File: src/verilog/gdpc_pkg.sv
// shared constants and types of the gate driver protection configuration block
`default_nettype none
package gdpc_pkg;
    localparam int CLK_PERIOD_NS = 10;

    // register port
    localparam int ADDR_W = 4;
    localparam int REG_W = 11;
    localparam logic [ADDR_W-1:0] ADDR_OCP_CTRL = 4'h5;
    localparam logic [ADDR_W-1:0] ADDR_AMP_CTRL = 4'h6;
    localparam logic [REG_W-1:0] OCP_CTRL_RESET = 11'h159;
    localparam logic [REG_W-1:0] AMP_CTRL_RESET = 11'h283;
    localparam int AMP_INPUT_SELECT_BIT = 10;
    localparam int LOWSIDE_MEASURE_REF_BIT = 8;

    // retry wait after an overcurrent fault
    localparam int T_RETRY_LONG_MS = 4;
    localparam int T_RETRY_SHORT_US = 50;
    localparam int RETRY_LONG_CYCLES = (T_RETRY_LONG_MS * 1000000 + CLK_PERIOD_NS - 1) / CLK_PERIOD_NS;
    localparam int RETRY_SHORT_CYCLES = (T_RETRY_SHORT_US * 1000 + CLK_PERIOD_NS - 1) / CLK_PERIOD_NS;

    // dead time
    localparam int DEAD_W = 8;
    localparam int T_DEAD0_NS = 50;
    localparam int T_DEAD1_NS = 100;
    localparam int T_DEAD2_NS = 200;
    localparam int T_DEAD3_NS = 400;

    // overcurrent deglitch
    localparam int DEG_W = 10;
    localparam int T_DEG0_US = 2;
    localparam int T_DEG1_US = 4;
    localparam int T_DEG2_US = 6;
    localparam int T_DEG3_US = 8;

    typedef enum logic [1:0] {
        RESP_LATCH = 2'h0,
        RESP_RETRY = 2'h1,
        RESP_REPORT = 2'h2,
        RESP_IGNORE = 2'h3
    } gdpc_resp_e;

    typedef enum logic [1:0] {
        ST_IDLE = 2'h0,
        ST_RETRY = 2'h1,
        ST_LATCH = 2'h2
    } gdpc_state_e;

    typedef struct packed {
        logic retry_time_select;
        logic [1:0] dead_time;
        gdpc_resp_e overcurrent_response;
        logic [1:0] overcurrent_deglitch;
        logic [3:0] drain_source_threshold;
    } gdpc_ocp_cfg_s;

    typedef struct packed {
        logic amp_input_select;
        logic ref_divide;
        logic lowside_measure_ref;
        logic [1:0] amp_gain;
        logic sense_fault_disable;
        logic amp_a_offset_cal;
        logic amp_b_offset_cal;
        logic amp_c_offset_cal;
        logic [1:0] sense_trip_level;
    } gdpc_amp_cfg_s;

    typedef struct packed {
        logic [2:0] high;
        logic [2:0] low;
    } gdpc_gate_s;

    function automatic logic [DEAD_W-1:0] dead_cycles(input logic [1:0] code);
        unique case (code)
            2'h0: dead_cycles = DEAD_W'((T_DEAD0_NS + CLK_PERIOD_NS - 1) / CLK_PERIOD_NS);
            2'h1: dead_cycles = DEAD_W'((T_DEAD1_NS + CLK_PERIOD_NS - 1) / CLK_PERIOD_NS);
            2'h2: dead_cycles = DEAD_W'((T_DEAD2_NS + CLK_PERIOD_NS - 1) / CLK_PERIOD_NS);
            2'h3: dead_cycles = DEAD_W'((T_DEAD3_NS + CLK_PERIOD_NS - 1) / CLK_PERIOD_NS);
        endcase
    endfunction

    function automatic logic [DEG_W-1:0] deglitch_cycles(input logic [1:0] code);
        unique case (code)
            2'h0: deglitch_cycles = DEG_W'((T_DEG0_US * 1000 + CLK_PERIOD_NS - 1) / CLK_PERIOD_NS);
            2'h1: deglitch_cycles = DEG_W'((T_DEG1_US * 1000 + CLK_PERIOD_NS - 1) / CLK_PERIOD_NS);
            2'h2: deglitch_cycles = DEG_W'((T_DEG2_US * 1000 + CLK_PERIOD_NS - 1) / CLK_PERIOD_NS);
            2'h3: deglitch_cycles = DEG_W'((T_DEG3_US * 1000 + CLK_PERIOD_NS - 1) / CLK_PERIOD_NS);
        endcase
    endfunction
endpackage
`default_nettype wire

File: src/verilog/gdpc_deglitch.sv
// persistence filter: a level is recognised only after it has held for a set number of cycles
`default_nettype none
module gdpc_deglitch #(
    parameter int CNT_W = 10
) (
    input wire logic clock,
    input wire logic rst_n,
    input wire logic level,
    input wire logic [CNT_W-1:0] threshold,
    output logic recognized
);
    logic [CNT_W-1:0] cnt_q;

    // counter saturates so a long fault never wraps and drops out
    always_ff @(posedge clock or negedge rst_n) begin
        if (!rst_n) begin
            cnt_q <= '0;
        end else if (!level) begin
            cnt_q <= '0;
        end else if (cnt_q < threshold) begin
            cnt_q <= cnt_q + 1'b1;
        end
    end

    always_ff @(posedge clock or negedge rst_n) begin
        if (!rst_n) begin
            recognized <= 1'b0;
        end else begin
            recognized <= level && (cnt_q >= CNT_W'(threshold - 1'b1));
        end
    end
endmodule
`default_nettype wire

File: src/verilog/gdpc_dead_time.sv
// non-overlap insertion between high and low gate drive of each phase
`default_nettype none
module gdpc_dead_time #(
    parameter int PHASES = 3,
    parameter int CNT_W = 8
) (
    input wire logic clock,
    input wire logic rst_n,
    input wire logic [PHASES-1:0] hi_req,
    input wire logic [PHASES-1:0] lo_req,
    input wire logic [CNT_W-1:0] dead_cyc,
    input wire logic kill,
    output logic [PHASES-1:0] gate_hi,
    output logic [PHASES-1:0] gate_lo
);
    logic [PHASES-1:0][CNT_W-1:0] off_cnt_q;
    logic [PHASES-1:0] done;

    for (genvar i = 0; i < PHASES; i++) begin : g_phase
        // both requested is treated as neither, so a bad input never shoots through
        assign done[i] = off_cnt_q[i] >= CNT_W'(dead_cyc - 1'b1);

        always_ff @(posedge clock or negedge rst_n) begin
            if (!rst_n) begin
                off_cnt_q[i] <= '0;
            end else if (gate_hi[i] || gate_lo[i]) begin
                off_cnt_q[i] <= '0;
            end else if (!done[i]) begin
                off_cnt_q[i] <= off_cnt_q[i] + 1'b1;
            end
        end

        always_ff @(posedge clock or negedge rst_n) begin
            if (!rst_n) begin
                gate_hi[i] <= 1'b0;
                gate_lo[i] <= 1'b0;
            end else begin
                gate_hi[i] <= !kill && hi_req[i] && !lo_req[i] && (gate_hi[i] || (!gate_lo[i] && done[i]));
                gate_lo[i] <= !kill && lo_req[i] && !hi_req[i] && (gate_lo[i] || (!gate_hi[i] && done[i]));
            end
        end

    end
endmodule
`default_nettype wire

File: src/verilog/gdpc_top.sv
// overcurrent protection and sense amplifier configuration registers with their fault logic
//
// Contract
// - retry bit picks 4 ms or 50 us wait
// - dead-time code inserts 50/100/200/400 ns gap
// - response 00b gives latched fault until cleared
// - response 01b gives fault clearing after retry
// - response 10b reports only, drivers keep running
// - response 11b neither reports nor acts
// - deglitch code sets 2/4/6/8 us persistence
// - four-bit code selects drain-source trip voltage
// - amp input select forces low-side reference bit
// - reference divide picks full or half reference
// - low-side reference picks measurement pin
// - gain code selects 5/10/20/40 V/V
// - sense disable bit suppresses sense fault
// - calibration bits short amplifier inputs A/B/C
// - sense trip code selects 0.25..1 V
// - amplifier register only on variants with amplifiers
// - protection register sits at address 0x05
// - cycle-wise clear ends retry on PWM input
`default_nettype none
module gdpc_top
    import gdpc_pkg::*;
#(
    parameter bit HAS_SENSE_AMP = 1'b1,
    parameter int RETRY_LONG = gdpc_pkg::RETRY_LONG_CYCLES,
    parameter int RETRY_SHORT = gdpc_pkg::RETRY_SHORT_CYCLES
) (
    input wire logic clock,
    input wire logic rst_n,
    input wire logic reg_wr_en,
    input wire logic reg_rd_en,
    input wire logic [gdpc_pkg::ADDR_W-1:0] reg_addr,
    input wire logic [gdpc_pkg::REG_W-1:0] reg_wdata,
    output logic [gdpc_pkg::REG_W-1:0] reg_rdata,
    output logic reg_rvalid,
    input wire gdpc_pkg::gdpc_gate_s pwm_in,
    input wire logic vds_trip_raw,
    input wire logic sense_trip_raw,
    input wire logic cycle_wise_clear,
    input wire logic fault_clear_req,
    output gdpc_pkg::gdpc_gate_s gate_out,
    output gdpc_pkg::gdpc_ocp_cfg_s ocp_cfg,
    output gdpc_pkg::gdpc_amp_cfg_s amp_cfg,
    output logic drain_source_overcurrent,
    output logic sense_resistor_overcurrent,
    output logic fault_active
);
    import gdpc_pkg::*;

    localparam int RETRY_W = $clog2(RETRY_LONG + 1);
    localparam int SYNC_W = 8;

    ////////////////////////////////////////////////////////////////////////////
    // pin synchronisers

    logic [SYNC_W-1:0] sync1_q;
    logic [SYNC_W-1:0] sync2_q;
    logic [5:0] pwm_prev_q;
    gdpc_gate_s pwm_s;
    logic vds_s;
    logic sense_s;
    logic pwm_rise;

    always_ff @(posedge clock or negedge rst_n) begin
        if (!rst_n) begin
            sync1_q <= '0;
            sync2_q <= '0;
        end else begin
            sync1_q <= {sense_trip_raw, vds_trip_raw, pwm_in};
            sync2_q <= sync1_q;
        end
    end

    assign pwm_s = sync2_q[5:0];
    assign vds_s = sync2_q[6];
    assign sense_s = sync2_q[7];

    always_ff @(posedge clock or negedge rst_n) begin
        if (!rst_n) begin
            pwm_prev_q <= '0;
        end else begin
            pwm_prev_q <= pwm_s;
        end
    end

    assign pwm_rise = |(pwm_s & ~pwm_prev_q);

    ////////////////////////////////////////////////////////////////////////////
    // register file

    logic [REG_W-1:0] amp_wdata;

    // selecting the switch node as amplifier input must also move the low-side reference
    always_comb begin
        amp_wdata = reg_wdata;
        if (reg_wdata[AMP_INPUT_SELECT_BIT]) begin
            amp_wdata[LOWSIDE_MEASURE_REF_BIT] = 1'b1;
        end
    end

    always_ff @(posedge clock or negedge rst_n) begin
        if (!rst_n) begin
            ocp_cfg <= OCP_CTRL_RESET;
        end else if (reg_wr_en && reg_addr == ADDR_OCP_CTRL) begin
            ocp_cfg <= reg_wdata;
        end
    end

    // fields steer the analog amplifier stage directly
    always_ff @(posedge clock or negedge rst_n) begin
        if (!rst_n) begin
            amp_cfg <= AMP_CTRL_RESET;
        end else if (HAS_SENSE_AMP && reg_wr_en && reg_addr == ADDR_AMP_CTRL) begin
            amp_cfg <= amp_wdata;
        end
    end

    always_ff @(posedge clock or negedge rst_n) begin
        if (!rst_n) begin
            reg_rdata <= '0;
            reg_rvalid <= 1'b0;
        end else begin
            reg_rvalid <= reg_rd_en;
            if (reg_rd_en) begin
                if (reg_addr == ADDR_OCP_CTRL) begin
                    reg_rdata <= ocp_cfg;
                end else if (HAS_SENSE_AMP && reg_addr == ADDR_AMP_CTRL) begin
                    reg_rdata <= amp_cfg;
                end else begin
                    reg_rdata <= '0;
                end
            end
        end
    end

    ////////////////////////////////////////////////////////////////////////////
    // overcurrent detection

    logic vds_rec;
    logic sense_rec;
    logic vds_rec_prev_q;
    logic sense_rec_prev_q;
    logic sense_en;
    logic vds_evt;
    logic sense_evt;
    logic oc_evt;
    logic [DEG_W-1:0] deg_thr;

    assign deg_thr = deglitch_cycles(ocp_cfg.overcurrent_deglitch);

    gdpc_deglitch #(.CNT_W(DEG_W)) u_deg_vds (
        .clock(clock),
        .rst_n(rst_n),
        .level(vds_s),
        .threshold(deg_thr),
        .recognized(vds_rec)
    );

    gdpc_deglitch #(.CNT_W(DEG_W)) u_deg_sense (
        .clock(clock),
        .rst_n(rst_n),
        .level(sense_s),
        .threshold(deg_thr),
        .recognized(sense_rec)
    );

    always_ff @(posedge clock or negedge rst_n) begin
        if (!rst_n) begin
            vds_rec_prev_q <= 1'b0;
            sense_rec_prev_q <= 1'b0;
        end else begin
            vds_rec_prev_q <= vds_rec;
            sense_rec_prev_q <= sense_rec;
        end
    end

    assign sense_en = HAS_SENSE_AMP && !amp_cfg.sense_fault_disable;
    assign vds_evt = vds_rec && !vds_rec_prev_q && ocp_cfg.overcurrent_response != RESP_IGNORE;
    assign sense_evt = sense_en && sense_rec && !sense_rec_prev_q
        && ocp_cfg.overcurrent_response != RESP_IGNORE;
    assign oc_evt = vds_evt || sense_evt;

    ////////////////////////////////////////////////////////////////////////////
    // fault response

    gdpc_state_e state_q;
    gdpc_state_e state_d;
    logic [RETRY_W-1:0] retry_cnt_q;
    logic retry_done;
    logic flag_clear;

    assign retry_done = (cycle_wise_clear && pwm_rise) || retry_cnt_q == '0;

    always_comb begin
        state_d = state_q;
        unique case (state_q)
            ST_IDLE: begin
                if (oc_evt && ocp_cfg.overcurrent_response == RESP_LATCH) begin
                    state_d = ST_LATCH;
                end else if (oc_evt && ocp_cfg.overcurrent_response == RESP_RETRY) begin
                    state_d = ST_RETRY;
                end
            end
            ST_RETRY: begin
                if (retry_done) begin
                    state_d = ST_IDLE;
                end
            end
            ST_LATCH: begin
                // a new latched event in the clear cycle keeps the fault
                if (fault_clear_req && !(oc_evt && ocp_cfg.overcurrent_response == RESP_LATCH)) begin
                    state_d = ST_IDLE;
                end
            end
            default: state_d = ST_IDLE;
        endcase
    end

    always_ff @(posedge clock or negedge rst_n) begin
        if (!rst_n) begin
            state_q <= ST_IDLE;
        end else begin
            state_q <= state_d;
        end
    end

    // the timer value is taken when the fault starts; a later write does not shorten it
    always_ff @(posedge clock or negedge rst_n) begin
        if (!rst_n) begin
            retry_cnt_q <= '0;
        end else if (state_q != ST_RETRY && state_d == ST_RETRY) begin
            retry_cnt_q <= ocp_cfg.retry_time_select ? RETRY_W'(RETRY_SHORT - 1) : RETRY_W'(RETRY_LONG - 1);
        end else if (state_q == ST_RETRY && retry_cnt_q != '0) begin
            retry_cnt_q <= retry_cnt_q - 1'b1;
        end
    end

    assign flag_clear = fault_clear_req || (state_q == ST_RETRY && state_d == ST_IDLE);

    // status flags: a set in the clear cycle wins
    always_ff @(posedge clock or negedge rst_n) begin
        if (!rst_n) begin
            drain_source_overcurrent <= 1'b0;
            sense_resistor_overcurrent <= 1'b0;
        end else begin
            drain_source_overcurrent <= vds_evt || (drain_source_overcurrent && !flag_clear);
            sense_resistor_overcurrent <= sense_evt || (sense_resistor_overcurrent && !flag_clear);
        end
    end

    always_ff @(posedge clock or negedge rst_n) begin
        if (!rst_n) begin
            fault_active <= 1'b0;
        end else begin
            fault_active <= state_d != ST_IDLE || vds_evt || sense_evt
                || ((drain_source_overcurrent || sense_resistor_overcurrent) && !flag_clear);
        end
    end

    ////////////////////////////////////////////////////////////////////////////
    // gate drive

    // report-only mode never enters a fault state, so gates keep following pwm
    gdpc_dead_time #(.PHASES(3), .CNT_W(DEAD_W)) u_dead (
        .clock(clock),
        .rst_n(rst_n),
        .hi_req(pwm_s.high),
        .lo_req(pwm_s.low),
        .dead_cyc(dead_cycles(ocp_cfg.dead_time)),
        .kill(state_q != ST_IDLE),
        .gate_hi(gate_out.high),
        .gate_lo(gate_out.low)
    );
endmodule
`default_nettype wire

File: config.mk
export PLATFORM = sky130hd
export DESIGN_NAME = gdpc_top
export DESIGN_NICKNAME = d
export VERILOG_FILES = /design/src/verilog/gdpc_pkg.sv /design/src/verilog/gdpc_deglitch.sv /design/src/verilog/gdpc_dead_time.sv /design/src/verilog/gdpc_top.sv
export SDC_FILE = /design/constraint.sdc
export NUM_CORES = 1
export LEC_CHECK = 0
export BUFFER_PORTS_ARGS = -buffer_cell sky130_fd_sc_hd__buf_4
export CORE_MARGIN = 2
export CORE_UTILIZATION = 45
export CTS_CLUSTER_SIZE = 28
export DETAILED_ROUTE_END_ITERATION = 8
export GPL_TIMING_DRIVEN = 0
export PLACE_DENSITY_LB_ADDON = 0.3
export SYNTH_ARGS = -nofsm -noshare
export SYNTH_HDL_FRONTEND = slang
export SYNTH_SLANG_ARGS = --single-unit
export TNS_END_PERCENT = 30
File: constraint.sdc
create_clock -name clock -period 2.41 [get_ports clock]
set_input_delay 0.3615 -clock clock [delete_from_list [all_inputs] [get_ports clock]]
set_output_delay 0.3615 -clock clock [all_outputs]
set_load 0.05 [all_outputs]
Word-level counts from Yosys, hierarchy flattened
Cells that the tools add are included.
W data, S select, Z words.
- $add $sub $neg: 8
- magnitude comparators: 7
- equal/unequal tests: 19
- muxes and demuxes: 23
- bitwise logic cells: 2
- reduce and logical (&&, ||, !) cells: 90
- operators by type and width (operator ; count):
    $mux W19 ; 3
    $mux W8 ; 6
    $logic_and A1 B1 Y1 ; 43
    $mux W10 ; 4
    $pmux W10 S4 ; 1
    $pmux W8 S4 ; 1
    $add A8 B1 Y8 const B ; 3
    $ge A8 B8 Y1 ; 3
    $mux W11 ; 2
    $add A10 B1 Y10 const B ; 2
    $ge A10 B10 Y1 ; 2
    $lt A10 B10 Y1 ; 2
    $logic_not A19 Y1 ; 1
    $reduce_bool A19 Y1 ; 1
    $sub A19 B1 Y19 const B ; 1
    $logic_not A1 Y1 ; 18
    $logic_or A1 B1 Y1 ; 18
    $eq A2 B1 Y1 const B ; 5
    $eq A2 B2 Y1 const B ; 5
    $logic_not A2 Y1 ; 5
    $sub A10 B1 Y10 const B ; 1
    $eq A4 B3 Y1 const B ; 2
    $mux W2 ; 4
    $ne A2 B2 Y1 const B ; 4
    8 further kinds ; 12
- register bits after elaboration: 134
- input bits: 29
- output and inout port bits: 43
- logic and storage cells: 188

Logic depth before layout (Yosys ltp)
- word-level depth: 16
- mapped depth: 11
- depth with buffers taken out: 10

Hierarchy
From an unflattened synthesis, not the netlist that was laid out.
- cell total of the unflattened synthesis: 788
- area, all modules: 7830.0 um^2
- modules (own cells, without submodules) (module ; instances ; cells each ; area each (um^2) ; sequential area each (um^2)):
    gdpc_top ; 1 ; 302 ; 3477.1 ; 2063.2
    gdpc_dead_time ; 1 ; 212 ; 1975.6 ; 750.7
    gdpc_deglitch (u_deg_sense) ; 1 ; 139 ; 1221.2 ; 275.3
    gdpc_deglitch (u_deg_vds) ; 1 ; 135 ; 1156.1 ; 275.3

Worst setup path after synthesis
No wires, ideal clock.
- kind: reg2reg
- from: register ocp_cfg[5] (netlist bit)
- to: register u_deg_vds.cnt_q[9]
- library setup time: 0.140 ns
- arrival: 2.943 ns
- required time: 2.270 ns
- slack: -0.673 ns
- stages on the path, launching flop included: 10
- buffers on the path: 1
- clock period less this slack: 3.083 ns
- cells stage by stage: dfrtp_1 > inv_1 > ha_1 > o21bai_1 > ha_1 > a21o_1 > a221o_1 > clkbuf_1 > o311ai_0 > o41ai_1
- cells in the longest elaborated chain, start to end: 4
- elaborated cells between the ends (all ways): 7
- classes of those cells: order compare: 1; eq/ne: 4; mux: 1; reduce/logical: 1
- ends and longest elaborated chain (what ; RTL line ; text):
    start, declared ; gdpc_top.sv:44 ; output gdpc_pkg::gdpc_ocp_cfg_s ocp_cfg,
    start signal, assigned ; gdpc_top.sv:107 ; ocp_cfg <= reg_wdata;
    $eq A2 B2 Y1 (tied with other cells) ; gdpc_pkg.sv:84 ; unique case (code)
    $pmux W10 S4 * ; gdpc_pkg.sv:84 ;
    $lt A10 B10 Y1 * ; gdpc_deglitch.sv:20 ; end else if (cnt_q < threshold) begin
    $ne A2 B1 Y1 (no source line) * ; - ;
    end signal, assigned ; gdpc_deglitch.sv:21 ; cnt_q <= cnt_q + 1'b1;
    end, declared ; gdpc_deglitch.sv:12 ; logic [CNT_W-1:0] cnt_q;
Every way passes the cells marked *; elsewhere a longest branch is shown, timed or not. The select of a mux whose other input is x is not followed.
A chain may end at the register's enable or synchronous reset.

Final worst setup path
- from: register retry_cnt_q[0]
- to: register retry_cnt_q[3]
- cells in the longest elaborated chain, start to end: 7
- elaborated cells between the ends (all ways): 12
- classes of those cells: add/sub: 1; eq/ne: 1; mux: 4; reduce/logical: 6
- ends and longest elaborated chain (what ; RTL line ; text):
    start, declared ; gdpc_top.sv:190 ; logic [RETRY_W-1:0] retry_cnt_q;
    start signal, assigned ; gdpc_top.sv:234 ; retry_cnt_q <= ocp_cfg.retry_time_select ? RETRY_W'(RETRY_SHORT - 1) : RETRY_W'(RETRY_LONG - 1);
    start signal, assigned ; gdpc_top.sv:236 ; retry_cnt_q <= retry_cnt_q - 1'b1;
    branches (longest 7 deep; another with $sub A19 B1 Y19) ; - ;
Several ways; the timed one is not identified. The select of a mux whose other input is x is not followed.

==> flow_summary.json <==
{
  "gp_congestion": 0.883,
  "use_met3": 0.0555,
  "diodes": 0,
  "dp_slack_ns": -0.435,
  "synthAdderAreaFrac": 0.105,
  "status": "complete, but fails checks",
  "worst-path-buf-inv": 2,
  "worstSkewPairLatency_ns": 0.43,
  "layout_common_cells": "dfrtp_1, buf_4, nor2_1",
  "die_y_um": 128,
  "wl_per_cell_um": 17.9,
  "synth_top_family_by_area": "compound AO/OA/AOI/OAI gates",
  "cts-buffers-inserted": 17,
  "synthFlopType": "dfrtp_1",
  "drtPass1Iterations": 5,
  "critPathArrivalTime_ns": 2.93,
  "power.density_nw_per_um2": 937,
  "mostFrequentLayoutCell": "dfrtp_1",
  "cts_tree": "yes",
  "synthDistinctLibCells": 62,
  "power_uw": 8720,
  "p_leak_uw": 0.00418,
  "port_buffers": 71,
  "grt_usage": 0.215,
  "h-tree-depth": 4,
  "final_util": 0.617,
  "yosysWarnings": 0,
  "period_needed_ns": 2.62,
  "fmaxAchievable_mhz": 381,
  "syn2layout_area_growth_pct": 35.2,
  "fin_crit_sh": 1.09,
  "crit_path_end_kind": "register",
  "maxSlewViolCount": 0,
  "maxCapViolations": 0,
  "whs_ns": 0.0422,
  "synth_edf_count": 0,
  "critPathMostFrequentCell": "or4b_4",
  "layout-drive-gt1-share": 0.346,
  "crit_path_top_delay_cell": "or4b_4",
  "rows": 45,
  "grt-ovfl-total": 0,
  "postSynthAreaPerCell_sq_um": 10.7,
  "crit_type": "reg2reg",
  "worstPathCellList": "inv_1 -> ha_2 -> or4b_4 -> or4b_4 -> o21a_1 -> buf_6 -> mux2_4 -> a221o_1",
  "violations": "negative setup slack",
  "synth.area.mux_share": 0.0484,
  "fillers": 1184,
  "tightest_slew_ns": 0.800,
  "setup_viol": 34,
  "vias": 5689,
  "ys_async_sr_fraction": 1.00,
  "syn_inst": 646,
  "fin_worst_skew_ns": 0.0136,
  "peakVddDrop_uv": 567,
  "root_buffer": "clkbuf_16",
  "start_kind": "register",
  "postLayoutCellArea_sq_um": 9300,
  "ys_seq_area_frac": 0.489,
  "start_util": 0.456,
  "grtUsageMet2": 0.378,
  "synth_xor_area_frac": 0.0191,
  "crit_path_max_fanout": 6,
  "grt_pass1_vias": 5694,
  "die-area_sq_um": 16300,
  "coreArea_sq_um": 15100,
  "critPathRequiredTime_ns": 2.72,
  "final_nets": 857,
  "setup_ws_ns": -0.214,
  "clock_path_buffers": 2,
  "hp-class": "in2reg",
  "drtIter0Drc": 331,
  "hold_viol": 0,
  "antenna_found_initial": 0,
  "ant_nets": 0,
  "ios": 72,
  "yosys_register_bits": 134,
  "via_per_inst": 5.86,
  "grt.met1_usage": 0.259,
  "synth-simple-area-share": 0.144,
  "top_usage_layer": "met2",
  "grt_pass1_wl_mm": 27.9,
  "drt_wl_total_mm": 17.4,
  "synth_nets": 733,
  "crit_family": "simple AND/OR/NAND/NOR gates",
  "grt_setup_unrepaired": "true",
  "drc_errors": 0,
  "timing.slew.headroom": 0.462,
  "clkSinkCount": 134,
  "worst_path_largest_cell_delay_ns": 0.50,
  "clkTransAtPathRegs_ns": 0.06,
  "die_w_um": 128,
  "synth_compound_area_frac": 0.162,
  "hpwlAfterDp_mm": 11.5,
  "netlist_area_sq_um": 6880,
  "grt_max_degree": 104,
  "placed_area_sq_um": 7810
}
## cell usage after synthesis, drive strengths merged, types with 13 or more instances
library cell	n	area share
a21oi	49	0.036
clkbuf	14	0.0076
dfrtp	125	0.45
ha	58	0.11
inv	41	0.022
mux2	23	0.038
nand2	31	0.017
nand3	16	0.012
nor2	54	0.029
o21ai	21	0.015
or3	14	0.013
or4	13	0.015
## registers in the layout, summed over array words and instances, names as in the netlist, 2 cells and up
| name | flops |
|---|---|
| u_dead.off_cnt_q | 24 |
| amp_cfg | 11 |
| pwm_prev_q | 6 |
| retry_cnt_q | 19 |
| ocp_cfg | 11 |
| u_deg_sense.cnt_q | 10 |
| sync2_q | 8 |
| u_deg_vds.cnt_q | 10 |
| sync1_q | 8 |
| reg_rdata | 11 |
| u_dead.gate_hi | 3 |
| state_q | 2 |
| u_dead.gate_lo | 3 |
## power by group
part | total (uW) | switching, uW | internal, uW
sequential | 2930 | 353 | 2580
clock | 2430 | 937 | 1490
combinational | 3360 | 1970 | 1390
total | 8720 | 3260 | 5460
## through the flow
| step | cells | setup TNS, ns |
|---|---|---|
| floorplan | 646 | -3.29 |
| global placement | 905 | -9.47 |
| detailed placement | 906 | -13.83 |
| CTS | 960 | -3.19 |
| global route | 971 | -7.05 |
| finish | 971 | -3.34 |
## worst paths after layout
check | startpoint | to | slack (ns) | cells after the start
min | pwm_in[4] | sync1_q[4] | 0.04 | 1
min in group asynchronous | rst_n | retry_cnt_q[14] | 0.39 | 2
max | retry_cnt_q[0] | retry_cnt_q[3] | -0.21 | 8
max reg2reg | retry_cnt_q[0] | retry_cnt_q[3] | -0.21 | 8
max in group asynchronous | rst_n | ocp_cfg[9] | 1.20 | 3
min reg2reg | sync1_q[6] | sync2_q[6] | 0.35 | 0
## routing by layer
layer / part of all wire / wire (um) / up-vias
li1: - / - / 2632
met4: 0.021 / 373 / 0
met2: 0.52 / 9050 / 153
met3: 0.043 / 746 / 42
met1: 0.42 / 7240 / 2862
met5: 0 / 0 / -
## area by class of cell
class | instances | area [sq um] | share of cell area
Multi-Input combinational cell | 456 | 3990 | 0.429
Buffer | 16 | 111 | 0.0120
Clock inverter | 8 | 73.8 | 0.00794
Clock buffer | 24 | 482 | 0.0518
Timing Repair Buffer | 103 | 860 | 0.0924
Inverter | 42 | 175 | 0.0188
Tap cell | 188 | 235 | 0.0253
Sequential cell | 134 | 3380 | 0.363
## kinds of logic after synthesis
kind of cell | Yosys count
multiplexers | 30
XOR/XNOR | 15
AND/OR/NAND/NOR | 186
buffers and inverters | 58
adder cells (fa/ha/maj) | 58
flip-flops | 134
AO/OA/AOI/OAI | 165
## timing repair
item | in CTS | in global routing
resized for setup | 58 | 78
setup endpoints to repair | 65 | 62
hold buffers | 1 | 0
pin swaps | 36 | 28
hold endpoints to repair | 31 | 0
setup buffers | 19 | 8
gates cloned | 2 | 3
Note: power is estimated with default switching activity, not from simulation.
